--- src/shared/pic_defines.vh ---
// constants shared by the interrupt controller and its level arbiter
// Function
// - after reset every request is disabled
// - levels 1,2,3; 1 highest; 3 never accepted
// - cause sets pending; request needs enable too
// - controller forwards highest asserted request level
// - equal levels resolved by fixed source order
// - accept if level below cpu field, enabled
// - accept: save counter, status, vector, load level
// - return pops status first, then counter
// - return restores level field and condition codes
// - acceptance leaves pending; handler must clear it
// - same or lower level waits for handler end
// - strictly higher level nests into running handler
// - no acceptance when disabled or level 00
// - sample only in final instruction cycle
// - entry preparation takes exactly nine cycles
// - worst latency thirty cycles with divide
// - without multiply/divide longest instruction six cycles
// - accumulators not saved; software saves them
// - accepted request wakes cpu from standby
// - twelve sources, each with own level
// - equal levels: line zero wins, ascending order
// - field 00 level1, 01 level2, 1x level3
// - vectors run downward from top entry
`ifndef PIC_DEFINES_VH
`define PIC_DEFINES_VH
`define NUM_SOURCES      12
`define LEVEL_REG_RESET  8'hFF
`define CPU_LEVEL_RESET  2'h3
`define LEVEL_ONE        2'h1
`define LEVEL_TWO        2'h2
`define LEVEL_THREE      2'h3
`define LEVEL_NONE       2'h0
`define VECTOR_TOP       16'hFFFA
`define VECTOR_STEP      16'h0002
`define PS_LEVEL_LO      4
`define PS_LEVEL_HI      5
`define ENTRY_CYCLES     4'h9
`define STEP_SAVE_PC     4'h1
`define STEP_SAVE_PS     4'h2
`define STEP_VECTOR      4'h3
`define STEP_LEVEL       4'h4
`define LONGEST_INSTR    8'h15
`define LONGEST_NO_MULDIV 8'h06
`define WORST_LATENCY    8'h1E
`endif

--- src/design/level_arbiter.v ---
// level arbiter: picks the highest-priority asserted request
`include "pic_defines.vh"
module level_arbiter #(
  parameter N = `NUM_SOURCES
) (
  // clock and reset
  input  wire           mclk,
  input  wire           reset_n,
  // request lines and their level fields
  input  wire [N-1:0]   requests,
  input  wire [2*N-1:0] level_fields,
  // registered winner
  output reg            win_valid,
  output reg  [1:0]     win_level,
  output reg  [3:0]     win_index
);
  // field decode: 00 level one, 01 level two, 1x level three
  function [1:0] decode_level;
    input [1:0] field;
    begin
      if (field[1])
        decode_level = `LEVEL_THREE;
      else if (field[0])
        decode_level = `LEVEL_TWO;
      else
        decode_level = `LEVEL_ONE;
    end
  endfunction

  reg       next_valid; // any request that can ever be taken
  reg [1:0] next_level; // best level found so far
  reg [3:0] next_index; // source holding it
  reg [1:0] lvl;        // decoded level of the source under test
  integer   i;

  // ascending scan with strict compare keeps the lowest index on a tie
  always @* begin
    next_valid = 1'b0;
    next_level = `LEVEL_NONE;
    next_index = 4'h0;
    lvl        = `LEVEL_NONE;
    for (i = 0; i < N; i = i + 1) begin
      lvl = decode_level(level_fields[2*i +: 2]);
      if (requests[i] && lvl != `LEVEL_THREE &&
          (!next_valid || lvl < next_level)) begin
        next_valid = 1'b1;
        next_level = lvl;
        next_index = i[3:0];
      end
    end
  end

  // winner registered every cycle
  always @(posedge mclk) begin
    if (!reset_n) begin
      win_valid <= 1'b0;
      win_level <= `LEVEL_NONE;
      win_index <= 4'h0;
    end else begin
      win_valid <= next_valid;
      win_level <= next_level;
      win_index <= next_index;
    end
  end
endmodule

--- src/design/priority_interrupt_controller.v ---
// interrupt controller with cpu acceptance, entry and return sequencer
`include "pic_defines.vh"
module priority_interrupt_controller #(
  parameter N           = `NUM_SOURCES,
  parameter STACK_DEPTH = 8,
  parameter SP_W        = 3
) (
  // clock and reset
  input  wire          mclk,
  input  wire          reset_n,
  // peripheral side
  input  wire [N-1:0]  cause_event,
  input  wire [N-1:0]  pending_clear,
  input  wire [N-1:0]  enable_set,
  input  wire [N-1:0]  enable_clear,
  output wire [N-1:0]  peripheral_request,
  output wire [N-1:0]  pending_flag,
  output wire [N-1:0]  request_enable_flag,
  // level setting register writes
  input  wire [2:0]    level_write,
  input  wire [7:0]    level_write_data,
  // cpu condition codes
  input  wire          global_enable,
  input  wire          cpu_level_write,
  input  wire [1:0]    cpu_level_data,
  output wire          cpu_level_bit_high,
  output wire          cpu_level_bit_low,
  // cpu instruction flow
  input  wire          instr_last_cycle,
  input  wire          return_from_interrupt_instr,
  input  wire          muldiv_in_use,
  input  wire [15:0]   program_counter,
  input  wire [15:0]   program_status_word,
  input  wire          standby,
  // entry results
  output reg           accept,
  output reg  [3:0]    accepted_index,
  output reg  [1:0]    accepted_level,
  output reg  [15:0]   vector_address,
  output reg           handler_start,
  output wire          cpu_hold,
  output wire          wake,
  // return results
  output reg           resume_valid,
  output reg  [15:0]   resume_pc,
  output reg  [15:0]   resume_psw,
  // status
  output reg           stack_error,
  output reg           latency_over,
  output wire [1:0]    forwarded_level
);
  // sequencer states, one-hot
  localparam S_IDLE   = 4'h1;
  localparam S_ENTRY  = 4'h2;
  localparam S_RET_PS = 4'h4;
  localparam S_RET_PC = 4'h8;

  // vector entry of a source, top entry first
  function [15:0] vector_of;
    input [3:0] idx;
    begin
      vector_of = `VECTOR_TOP - ({12'h000, idx} * `VECTOR_STEP);
    end
  endfunction

  reg  [7:0]       level_reg_1;      // sources 0..3
  reg  [7:0]       level_reg_2;      // sources 4..7
  reg  [7:0]       level_reg_3;      // sources 8..11
  reg  [N-1:0]     pending;          // pending flags
  reg  [N-1:0]     enables;          // request enable flags
  reg  [1:0]       cpu_level;        // condition code level field
  reg  [3:0]       state;            // sequencer state
  reg  [3:0]       step;             // entry cycle counter
  reg  [SP_W:0]    sp;               // stack fill count
  reg  [15:0]      pc_stack [0:STACK_DEPTH-1]; // saved counters
  reg  [15:0]      ps_stack [0:STACK_DEPTH-1]; // saved status words
  reg  [7:0]       wait_count;       // cycles an acceptable request waited
  wire             win_valid;        // arbiter has a candidate
  wire [1:0]       win_level;        // its level
  wire [3:0]       win_index;        // its source
  wire             acceptable;       // candidate passes cpu checks
  wire             stack_full;       // no room for another nest
  wire [SP_W-1:0]  top;              // index of the newest entry
  wire [7:0]       latency_limit;    // worst latency for this program
  wire [2*N-1:0]   level_fields;     // all level fields in source order

  assign level_fields = {level_reg_3, level_reg_2, level_reg_1};
  assign stack_full   = (sp == STACK_DEPTH[SP_W:0]);
  assign top          = sp[SP_W-1:0] - {{(SP_W-1){1'b0}}, 1'b1};

  // request is pending and enabled, held while both are set
  assign peripheral_request  = pending & enables;
  assign pending_flag        = pending;
  assign request_enable_flag = enables;
  assign cpu_level_bit_high  = cpu_level[1];
  assign cpu_level_bit_low   = cpu_level[0];
  assign forwarded_level     = win_valid ? win_level : `LEVEL_NONE;

  // strict compare also rules out level three and a field of 00
  assign acceptable = win_valid && global_enable &&
                      (win_level != `LEVEL_THREE) &&
                      (win_level < cpu_level);

  // sequencer stalls the cpu while it owns the stack
  assign cpu_hold = (state != S_IDLE);

  // standby ends as soon as a takeable request shows up
  assign wake = standby && acceptable;

  // longest instruction plus entry time bounds the latency
  assign latency_limit = muldiv_in_use ? `WORST_LATENCY :
                         (`LONGEST_NO_MULDIV + {4'h0, `ENTRY_CYCLES});

  // arbiter over the twelve sources
  level_arbiter #(
    .N (N)
  ) u_arbiter (
    .mclk         (mclk),
    .reset_n      (reset_n),
    .requests     (peripheral_request),
    .level_fields (level_fields),
    .win_valid    (win_valid),
    .win_level    (win_level),
    .win_index    (win_index)
  );

  // level setting registers, reset to level three everywhere
  always @(posedge mclk) begin
    if (!reset_n) begin
      level_reg_1 <= `LEVEL_REG_RESET;
      level_reg_2 <= `LEVEL_REG_RESET;
      level_reg_3 <= `LEVEL_REG_RESET;
    end else begin
      // each strobe loads one register
      if (level_write[0])
        level_reg_1 <= level_write_data;
      if (level_write[1])
        level_reg_2 <= level_write_data;
      if (level_write[2])
        level_reg_3 <= level_write_data;
    end
  end

  // pending flags: a new cause beats a clear in the same cycle
  always @(posedge mclk) begin
    if (!reset_n)
      pending <= {N{1'b0}};
    else
      pending <= (pending & ~pending_clear) | cause_event;
  end

  // enable flags: set beats clear, all off after reset
  always @(posedge mclk) begin
    if (!reset_n)
      enables <= {N{1'b0}};
    else
      enables <= (enables & ~enable_clear) | enable_set;
  end

  // stack writes during entry; no reset needed for storage
  always @(posedge mclk) begin
    if (state == S_ENTRY && step == `STEP_SAVE_PC)
      pc_stack[sp[SP_W-1:0]] <= program_counter;
    // status saved with the level field the cpu held before entry
    if (state == S_ENTRY && step == `STEP_SAVE_PS) begin
      ps_stack[sp[SP_W-1:0]] <= program_status_word;
      ps_stack[sp[SP_W-1:0]][`PS_LEVEL_HI:`PS_LEVEL_LO] <= cpu_level;
    end
  end

  // acceptance, entry and return sequencer
  always @(posedge mclk) begin
    if (!reset_n) begin
      state          <= S_IDLE;
      step           <= 4'h0;
      sp             <= {(SP_W+1){1'b0}};
      cpu_level      <= `CPU_LEVEL_RESET;
      accept         <= 1'b0;
      accepted_index <= 4'h0;
      accepted_level <= `LEVEL_NONE;
      vector_address <= 16'h0000;
      handler_start  <= 1'b0;
      resume_valid   <= 1'b0;
      resume_pc      <= 16'h0000;
      resume_psw     <= 16'h0000;
      stack_error    <= 1'b0;
    end else begin
      // pulses default low
      accept        <= 1'b0;
      handler_start <= 1'b0;
      resume_valid  <= 1'b0;
      case (state)
        S_IDLE: begin
          // only the last cycle of an instruction may be interrupted
          if (instr_last_cycle && acceptable && !stack_full) begin
            accept         <= 1'b1;
            accepted_index <= win_index;
            accepted_level <= win_level;
            step           <= `STEP_SAVE_PC;
            state          <= S_ENTRY;
          end else if (instr_last_cycle && acceptable) begin
            // nest too deep: refuse and flag
            stack_error <= 1'b1;
          end else if (return_from_interrupt_instr) begin
            if (sp == {(SP_W+1){1'b0}})
              stack_error <= 1'b1;
            else
              state <= S_RET_PS;
          end else if (cpu_level_write) begin
            // software may mask nesting by writing the level field
            cpu_level <= cpu_level_data;
          end
        end
        S_ENTRY: begin
          // accumulators are left to the handler to save
          step <= step + 4'h1;
          if (step == `STEP_SAVE_PS)
            sp <= sp + {{SP_W{1'b0}}, 1'b1};
          if (step == `STEP_VECTOR)
            vector_address <= vector_of(accepted_index);
          if (step == `STEP_LEVEL)
            cpu_level <= accepted_level;
          // ninth cycle ends the preparation
          if (step == `ENTRY_CYCLES) begin
            handler_start <= 1'b1;
            step          <= 4'h0;
            state         <= S_IDLE;
          end
        end
        S_RET_PS: begin
          // status word comes off first
          resume_psw <= ps_stack[top];
          cpu_level  <= ps_stack[top][`PS_LEVEL_HI:`PS_LEVEL_LO];
          state      <= S_RET_PC;
        end
        S_RET_PC: begin
          // then the counter, and the frame is released
          resume_pc    <= pc_stack[top];
          resume_valid <= 1'b1;
          sp           <= sp - {{SP_W{1'b0}}, 1'b1};
          state        <= S_IDLE;
        end
        default: begin
          state <= S_IDLE;
          step  <= 4'h0;
        end
      endcase
    end
  end

  // latency watch: counts from a takeable request to handler start
  always @(posedge mclk) begin
    if (!reset_n) begin
      wait_count   <= 8'h00;
      latency_over <= 1'b0;
    end else if (handler_start || (!acceptable && state == S_IDLE)) begin
      wait_count <= 8'h00;
    end else if (acceptable || state == S_ENTRY) begin
      if (wait_count != 8'hFF)
        wait_count <= wait_count + 8'h01;
      if (wait_count >= latency_limit)
        latency_over <= 1'b1;
    end
  end
endmodule

--- config.mk ---
export PLATFORM = sky130hd
export DESIGN_NAME = priority_interrupt_controller
export DESIGN_NICKNAME = d
export VERILOG_FILES = /design/src/design/level_arbiter.v /design/src/design/priority_interrupt_controller.v
export VERILOG_INCLUDE_DIRS = /design/src /design/src/shared
export SDC_FILE = /design/constraint.sdc
export NUM_CORES = 1
export LEC_CHECK = 0
export BUFFER_PORTS_ARGS = -buffer_cell sky130_fd_sc_hd__buf_2
export CAP_MARGIN = 15
export CORE_ASPECT_RATIO = 0.5
export CORE_MARGIN = 3
export CORE_UTILIZATION = 37
export DETAILED_ROUTE_END_ITERATION = 10
export GPL_ROUTABILITY_DRIVEN = 0
export PLACE_DENSITY = 0.52
export SETUP_SLACK_MARGIN = 0.1
export SLEW_MARGIN = 20
export SYNTH_ARGS = -nofsm -noshare
export SYNTH_HDL_FRONTEND = slang
export SYNTH_SLANG_ARGS = --single-unit
export TNS_END_PERCENT = 1
--- constraint.sdc ---
create_clock -name mclk -period 15 [get_ports mclk]
set_input_delay 2.25 -clock mclk [delete_from_list [all_inputs] [get_ports mclk]]
set_output_delay 2.25 -clock mclk [all_outputs]
set_load 0.02 [all_outputs]
# == Word-level counts from Yosys, hierarchy flattened ==
# Memory sizes are Yosys's and may differ from the RTL's. A register that Yosys moved wholly into a read port is not among the register bits.
# Cells that the tools add are included.
# word_totals
regBits,120
mem_bits_rw,256
inputBits,101
out_inout_bits,101
wordCells,259
mem_count,2
# memory_table
name,depth,width,read_ports,rd_clocked_by_memory_dff,write_ports,line_no,text
pc_stack,8,16,1,1,1,priority_interrupt_controller.v:75,reg [15:0] pc_stack [0:STACK_DEPTH-1];
ps_stack,8,16,1,0,1,priority_interrupt_controller.v:76,reg [15:0] ps_stack [0:STACK_DEPTH-1];
# op_classes
add_sub_neg,6
n_lt_le_gt_ge,13
eq_ne,36
mux,89
bitwise_logic,12
reduce_logical,78
# ops
operator,n
two-way mux 2 bit,45
two-way mux 4 bit,12
"!= test 2 bit, second input constant",21
bitwise AND 12 bit,3
logical AND 1 bit,32
< comparator 2 bit,12
NOT 12 bit,2
OR 12 bit,2
case mux 4 bit (3 select lines),2
two-way mux 1 bit,23
zero test 1 bit,14
AND reduction 2 bit,7
logical OR 1 bit,13
"equality test 4 x 2 -> 1 bit, second input constant",3
"equality test 4 bit, second input constant",3
two-way mux 3 bit,4
"!= test 3 bit, second input constant",3
"adder 4 x 1 -> 4 bit, second input constant",2
"adder 8 x 1 -> 8 bit, second input constant",1
"equality test 4 x 1 -> 1 bit, second input constant",2
"equality test 4 x 3 -> 1 bit, second input constant",2
greater-or-equal comparator 8 x 5 -> 1 bit,1
"!= test 8 bit, second input constant",1
case mux 4 bit (2 select lines),1
16 further kinds,23

# == Depth between registers and ports, before layout ==
# depth
word_depth,49
mapped_depth,65
ltp_nobuf,64

# == Modules after synthesis ==
# A second synthesis with hierarchy kept.
# hier_totals
cells_unflattened,1177
hier_area_um2,16102.9
# modules_own_cells
mod,instances,cells_each,area_each_um2,seq_area_each_um2
priority_interrupt_controller,1,962,14511.4,10069.7
level_arbiter,1,215,1591.5,140.1

# == Worst setup path after synthesis ==
# No wires, ideal clock.
# synth_path
path_kind,register to register
from,"register pending[0], in the netlist pending_flag[0]"
to,register u_arbiter.win_level[1]
setup_time_ps,117
arrival_ps,10873
required_time_ps,14883
slack_ps,4010
path_stages_with_launch,61
path_buffers,1
period_less_slack_ps,10990
cell_sequence,dfxtp_1 > and3b_1 > nand2_1 > ha_1 > nor2_1 > a21oi_1 > a31oi_1 > ha_1 > o22ai_1 > nand2_1 > a31o_2 > ha_1 > inv_1 > o211ai_1 > o21ai_0 > mux2_2 > ha_1 > o311ai_0 > [... 25 more ...] > ha_1 > o21ai_0 > and2_1 > buf_2 > nor2_1 > o31ai_1 > nor2b_1 > ha_1 > nor2_1 > o21ai_0 > o21a_1 > nand3b_1 > o21ai_0 > ha_1 > o21a_1 > nor3_1 > a21oi_2 > a32o_1
# synth_via
elab_chain_cells,47
elab_cells_between_ends,69
classes_between,order compare: 11; mux: 23; bitwise: 1; reduce/logical: 34
# synth_rtl
item,line_no,text
from (decl),priority_interrupt_controller.v:69,reg [N-1:0] pending;
from (signal assigned),priority_interrupt_controller.v:147,pending <= {N{1'b0}};
from (signal assigned),priority_interrupt_controller.v:149,pending <= (pending & ~pending_clear) | cause_event;
bitwise AND 12 bit *,priority_interrupt_controller.v:92,assign peripheral_request = pending & enables;
logical AND 1 bit (no line) *,n/a,
two-way mux 2 bit / two-way mux 1 bit (equally long branches),level_arbiter.v:44,if (requests[i] && lvl != `LEVEL_THREE &&
< comparator 2 bit / zero test 1 bit (equally long branches),level_arbiter.v:45,(!next_valid || lvl < next_level)) begin
logical OR 1 bit,level_arbiter.v:45,
logical AND 1 bit,level_arbiter.v:44,
two-way mux 2 bit / two-way mux 1 bit (equally long branches),level_arbiter.v:44,
< comparator 2 bit / zero test 1 bit (equally long branches),level_arbiter.v:45,
[... 31 more ...],n/a,
< comparator 2 bit / zero test 1 bit (equally long branches),level_arbiter.v:45,
logical OR 1 bit,level_arbiter.v:45,
logical AND 1 bit,level_arbiter.v:44,
two-way mux 2 bit / two-way mux 1 bit (equally long branches),level_arbiter.v:44,
< comparator 2 bit / zero test 1 bit (equally long branches),level_arbiter.v:45,
logical OR 1 bit,level_arbiter.v:45,
logical AND 1 bit,level_arbiter.v:44,
two-way mux 2 bit *,level_arbiter.v:44,
to (signal assigned),level_arbiter.v:57,win_level <= `LEVEL_NONE;
to (signal assigned),level_arbiter.v:61,win_level <= next_level;
to (decl),level_arbiter.v:14,"output reg [1:0] win_level,"
# Mark *: on every way between the ends. The rest lies on a longest branch, timed or not.
# A chain may end at the register's enable or synchronous reset.

# == Worst setup path in the final report ==
# layout_path
from,"register enables[0], in the netlist request_enable_flag[0]"
to,register u_arbiter.win_level[1]
# layout_via
elab_chain_cells,47
elab_cells_between_ends,69
classes_between,order compare: 11; mux: 23; bitwise: 1; reduce/logical: 34
# layout_rtl
item,line_no,text
from (decl),priority_interrupt_controller.v:70,reg [N-1:0] enables;
from (signal assigned),priority_interrupt_controller.v:155,enables <= {N{1'b0}};
from (signal assigned),priority_interrupt_controller.v:157,enables <= (enables & ~enable_clear) | enable_set;
bitwise AND 12 bit *,priority_interrupt_controller.v:92,
logical AND 1 bit (no line) *,n/a,
two-way mux 2 bit / two-way mux 1 bit (equally long branches),level_arbiter.v:44,
< comparator 2 bit / zero test 1 bit (equally long branches),level_arbiter.v:45,
logical OR 1 bit,level_arbiter.v:45,
logical AND 1 bit,level_arbiter.v:44,
two-way mux 2 bit / two-way mux 1 bit (equally long branches),level_arbiter.v:44,
< comparator 2 bit / zero test 1 bit (equally long branches),level_arbiter.v:45,
[... 31 more ...],n/a,
< comparator 2 bit / zero test 1 bit (equally long branches),level_arbiter.v:45,
logical OR 1 bit,level_arbiter.v:45,
logical AND 1 bit,level_arbiter.v:44,
two-way mux 2 bit / two-way mux 1 bit (equally long branches),level_arbiter.v:44,
< comparator 2 bit / zero test 1 bit (equally long branches),level_arbiter.v:45,
logical OR 1 bit,level_arbiter.v:45,
logical AND 1 bit,level_arbiter.v:44,
two-way mux 2 bit *,level_arbiter.v:44,
# Marks and branches as above.

==> results by group <==
CTS
  • Skew-Pair Late Insertion Delay: 530 ps
  • Clock Path Buffers: 3
  • Post-cts resize count: 0
  • Clk sinks: 382
  • TritonCTS buffer count: 37
  • Clock slew at reported path FFs: 60 ps
  • Post CTS Setup Buffer Count: 0
  • CTS tree: done
  • Number of H-tree levels: 2
  • # hold bufs at CTS: 0
  • Root buffer cell: clkbuf_16

Setup path
  • Worst path arrival time: 12970 ps
  • Kind of critical path: reg -> reg
  • Crit. Startpoint: request_enable_flag[0]$_SDFF_PN0_
  • Critical path capture point type: flop
  • Worst Path Max Fanout: 6
  • Launching point of the worst reg2reg path: request_enable_flag[0]$_SDFF_PN0_
  • Slowest cell delay on critical path: 540 ps
  • Crit-path slowest cell: o21ai_0
  • Worst path most repeated cell: ha_1
  • CP Launch Type: flop
  • WP data required: 15410 ps

Floorplan
  • Die W: 298 um
  • Die height: 152 um
  • Core ar.: 41200 sq um
  • Die Area: 45300 sq um
  • Ports: 202
  • Site Rows: 52
  • Initial Utilization: 0.383

Timing
  • RSZ-0062 raised after global routing: false
  • Least-Margin Pin Slew: 1000 ps
  • Max transition margin: 0.331
  • Setup WS post-layout: 2440 ps
  • Finish-stage setup viols: 0
  • Setup TNS: 0 ps
  • Clock skew: 18.1 ps
  • Min Tclk post-route: 12560 ps
  • Max-slew violations: 0
  • Fmax achieved: 79.6 MHz
  • Final hold viol count: 0
  • Final period util: 0.837

Cells and area
  • # diodes: 0
  • Layout cells sized above 1: 0.276
  • # fillers: 3741
  • Area Growth Syn to Fin: 18.8%
  • Nets: 1467

Yosys
  • Synth area leaders: edfxtp_1, dfxtp_1, mux4_2, mux2i_1, nor2_1
  • Seq cells post-synth: 382
  • Synth cell count leaders: edfxtp_1, nor2_1, dfxtp_1, mux2i_1, mux4_2
  • Synth warnings: 0
  • Synth area leader: edfxtp_1
  • EDFF count, synth: 256
  • Syn Inst Count: 1141
  • Synthesized cell area: 15800 sq um
  • Post-synth top area share: 0.487
  • Most common cell in the netlist: edfxtp_1
  • Register area share after synthesis: 0.647
  • Synth Flop Type: edfxtp_1
  • Synth unique cells: 74
  • Ys async rst share: 0
  • Post-synthesis net count: 1262
  • Syn Area/Cell: 13.8 sq um

Flow run
  • Maxcap violations: 0

Route
  • DRC viols: 0
  • Drt pass-1 iters: 5
  • Vias: 9865
  • Total wire length: 37300 um
  • Iteration-0 DRC count of the detailed router: 677
  • Antenna-violating nets left: 0
  • DR WL/cell: 19.2 um
  • DR vias/cell: 5.08

GRT
  • Antenna violations before repair: 1
  • Grt ovf: 0
  • Largest net degree at the start of global routing: 55
  • First-pass GRT wire length: 57600 um
  • Vias in the first global route: 9958
  • Gr usage total: 0.162

Power and ir drop
  • PD cells: 118 nW/um^2
  • Total power: 2.22 mW
  • Maximum vdd drop: 0.0715 mV
  • Pleak: 7.15 nW

Placement
  • Pre-CTS setup slack: 2710 ps
  • Detailed Place HPWL: 24300 um
  • IO buf count: 200

Worst hold path
  • Hold Crit Start: stack_error$_SDFFE_PN0P_
  • Min-delay worst type: reg -> reg

Outcome
  • Status: completed
-- logic make-up after synthesis --
group,count (synthesis),share of synthesized area
multiplexers,130,0.133
buffers and inverters,107,0.0288
adder cells (fa/ha/maj),20,0.0163
other,1,0.000238
AO/OA/AOI/OAI,179,0.0765
XOR/XNOR,11,0.00610
AND/OR/NAND/NOR,311,0.0920
flip-flops,382,0.647
-- per-layer routing --
layer,vias to the layer above,share of wire,track usage
li1,4685,-,-
met4,2,0.017,0.0362
met2,170,0.51,0.289
met3,54,0.033,0.0257
met1,4954,0.43,0.210
met5,-,0.00019,0
-- metrics by stage --
stage	hold WS, ps	area, sq um	cells	utilization
finish	466	18800	1942	0.455
CTS	474	18700	1940	0.454
global route	492	18800	1942	0.455
floorplan	441	15800	1141	-
global placement	454	17500	1872	0.424
detailed placement	458	17500	1872	0.424
-- cell type report --
class	instances	area (sq um)	share of cell area
flip-flops and latches	382	10200	0.544
inverters	51	193	0.0103
repair buffers	222	1180	0.0630
clock buffers	50	1010	0.0536
multi-input cells	652	5210	0.278
well taps	567	709	0.0378
clock inverters	18	250	0.0133
-- worst max-delay path: cells and delay by family, from the launching register on --
family,cells,cell delay [ps]
AOI/OAI and AO/OA,28,6320
adders and majority gates,11,2770
buffers and inverters,1,70
DFF,1,380
muxes,1,400
and+or+nand+nor,19,2510
-- sequential cells by signal, indices dropped and copies added, names as in the netlist, 2 cells and up --
name / flops
level_reg_3: 8
request_enable_flag: 12
accepted_index: 4
resume_psw: 16
level_reg_2: 8
ps_stack: 128
resume_pc: 16
pc_stack: 128
pending_flag: 12
u_arbiter.win_index: 4
u_arbiter.win_level: 2
vector_address: 6
sp: 4
level_reg_1: 8
step: 4
cpu_level: 2
wait_count: 8
state: 4
accepted_level: 2
-- final timing paths --
kind | cells after the start | slack [ps] | endpoint
setup / recovery | 60 | 2440 | u_arbiter.win_level[1]$_SDFF_PN0_
hold / removal | 2 | 470 | stack_error$_SDFFE_PN0P_
setup reg to reg | 60 | 2440 | u_arbiter.win_level[1]$_SDFF_PN0_
hold reg to reg | 2 | 470 | stack_error$_SDFFE_PN0P_
-- placed cells by master (no fill, tap or decap), types with 26 or more instances in the layout --
cell       instances
a211oi_1          36
nor2_1           139
edfxtp_1         256
inv_1             49
nand2_1           63
clkbuf_16         37
mux4_2            64
o21ai_0           26
a21oi_1           49
mux2i_1           65
dfxtp_1          125
buf_2            200
-- power breakdown --
part | internal [mW] | leakage (nW) | switching [mW]
Clock | 0.565 | 0.619 | 0.399
Combinational | 0.0391 | 3.20 | 0.0706
Sequential | 1.13 | 3.33 | 0.0138
No activity file was read; power rests on OpenSTA's default activity.
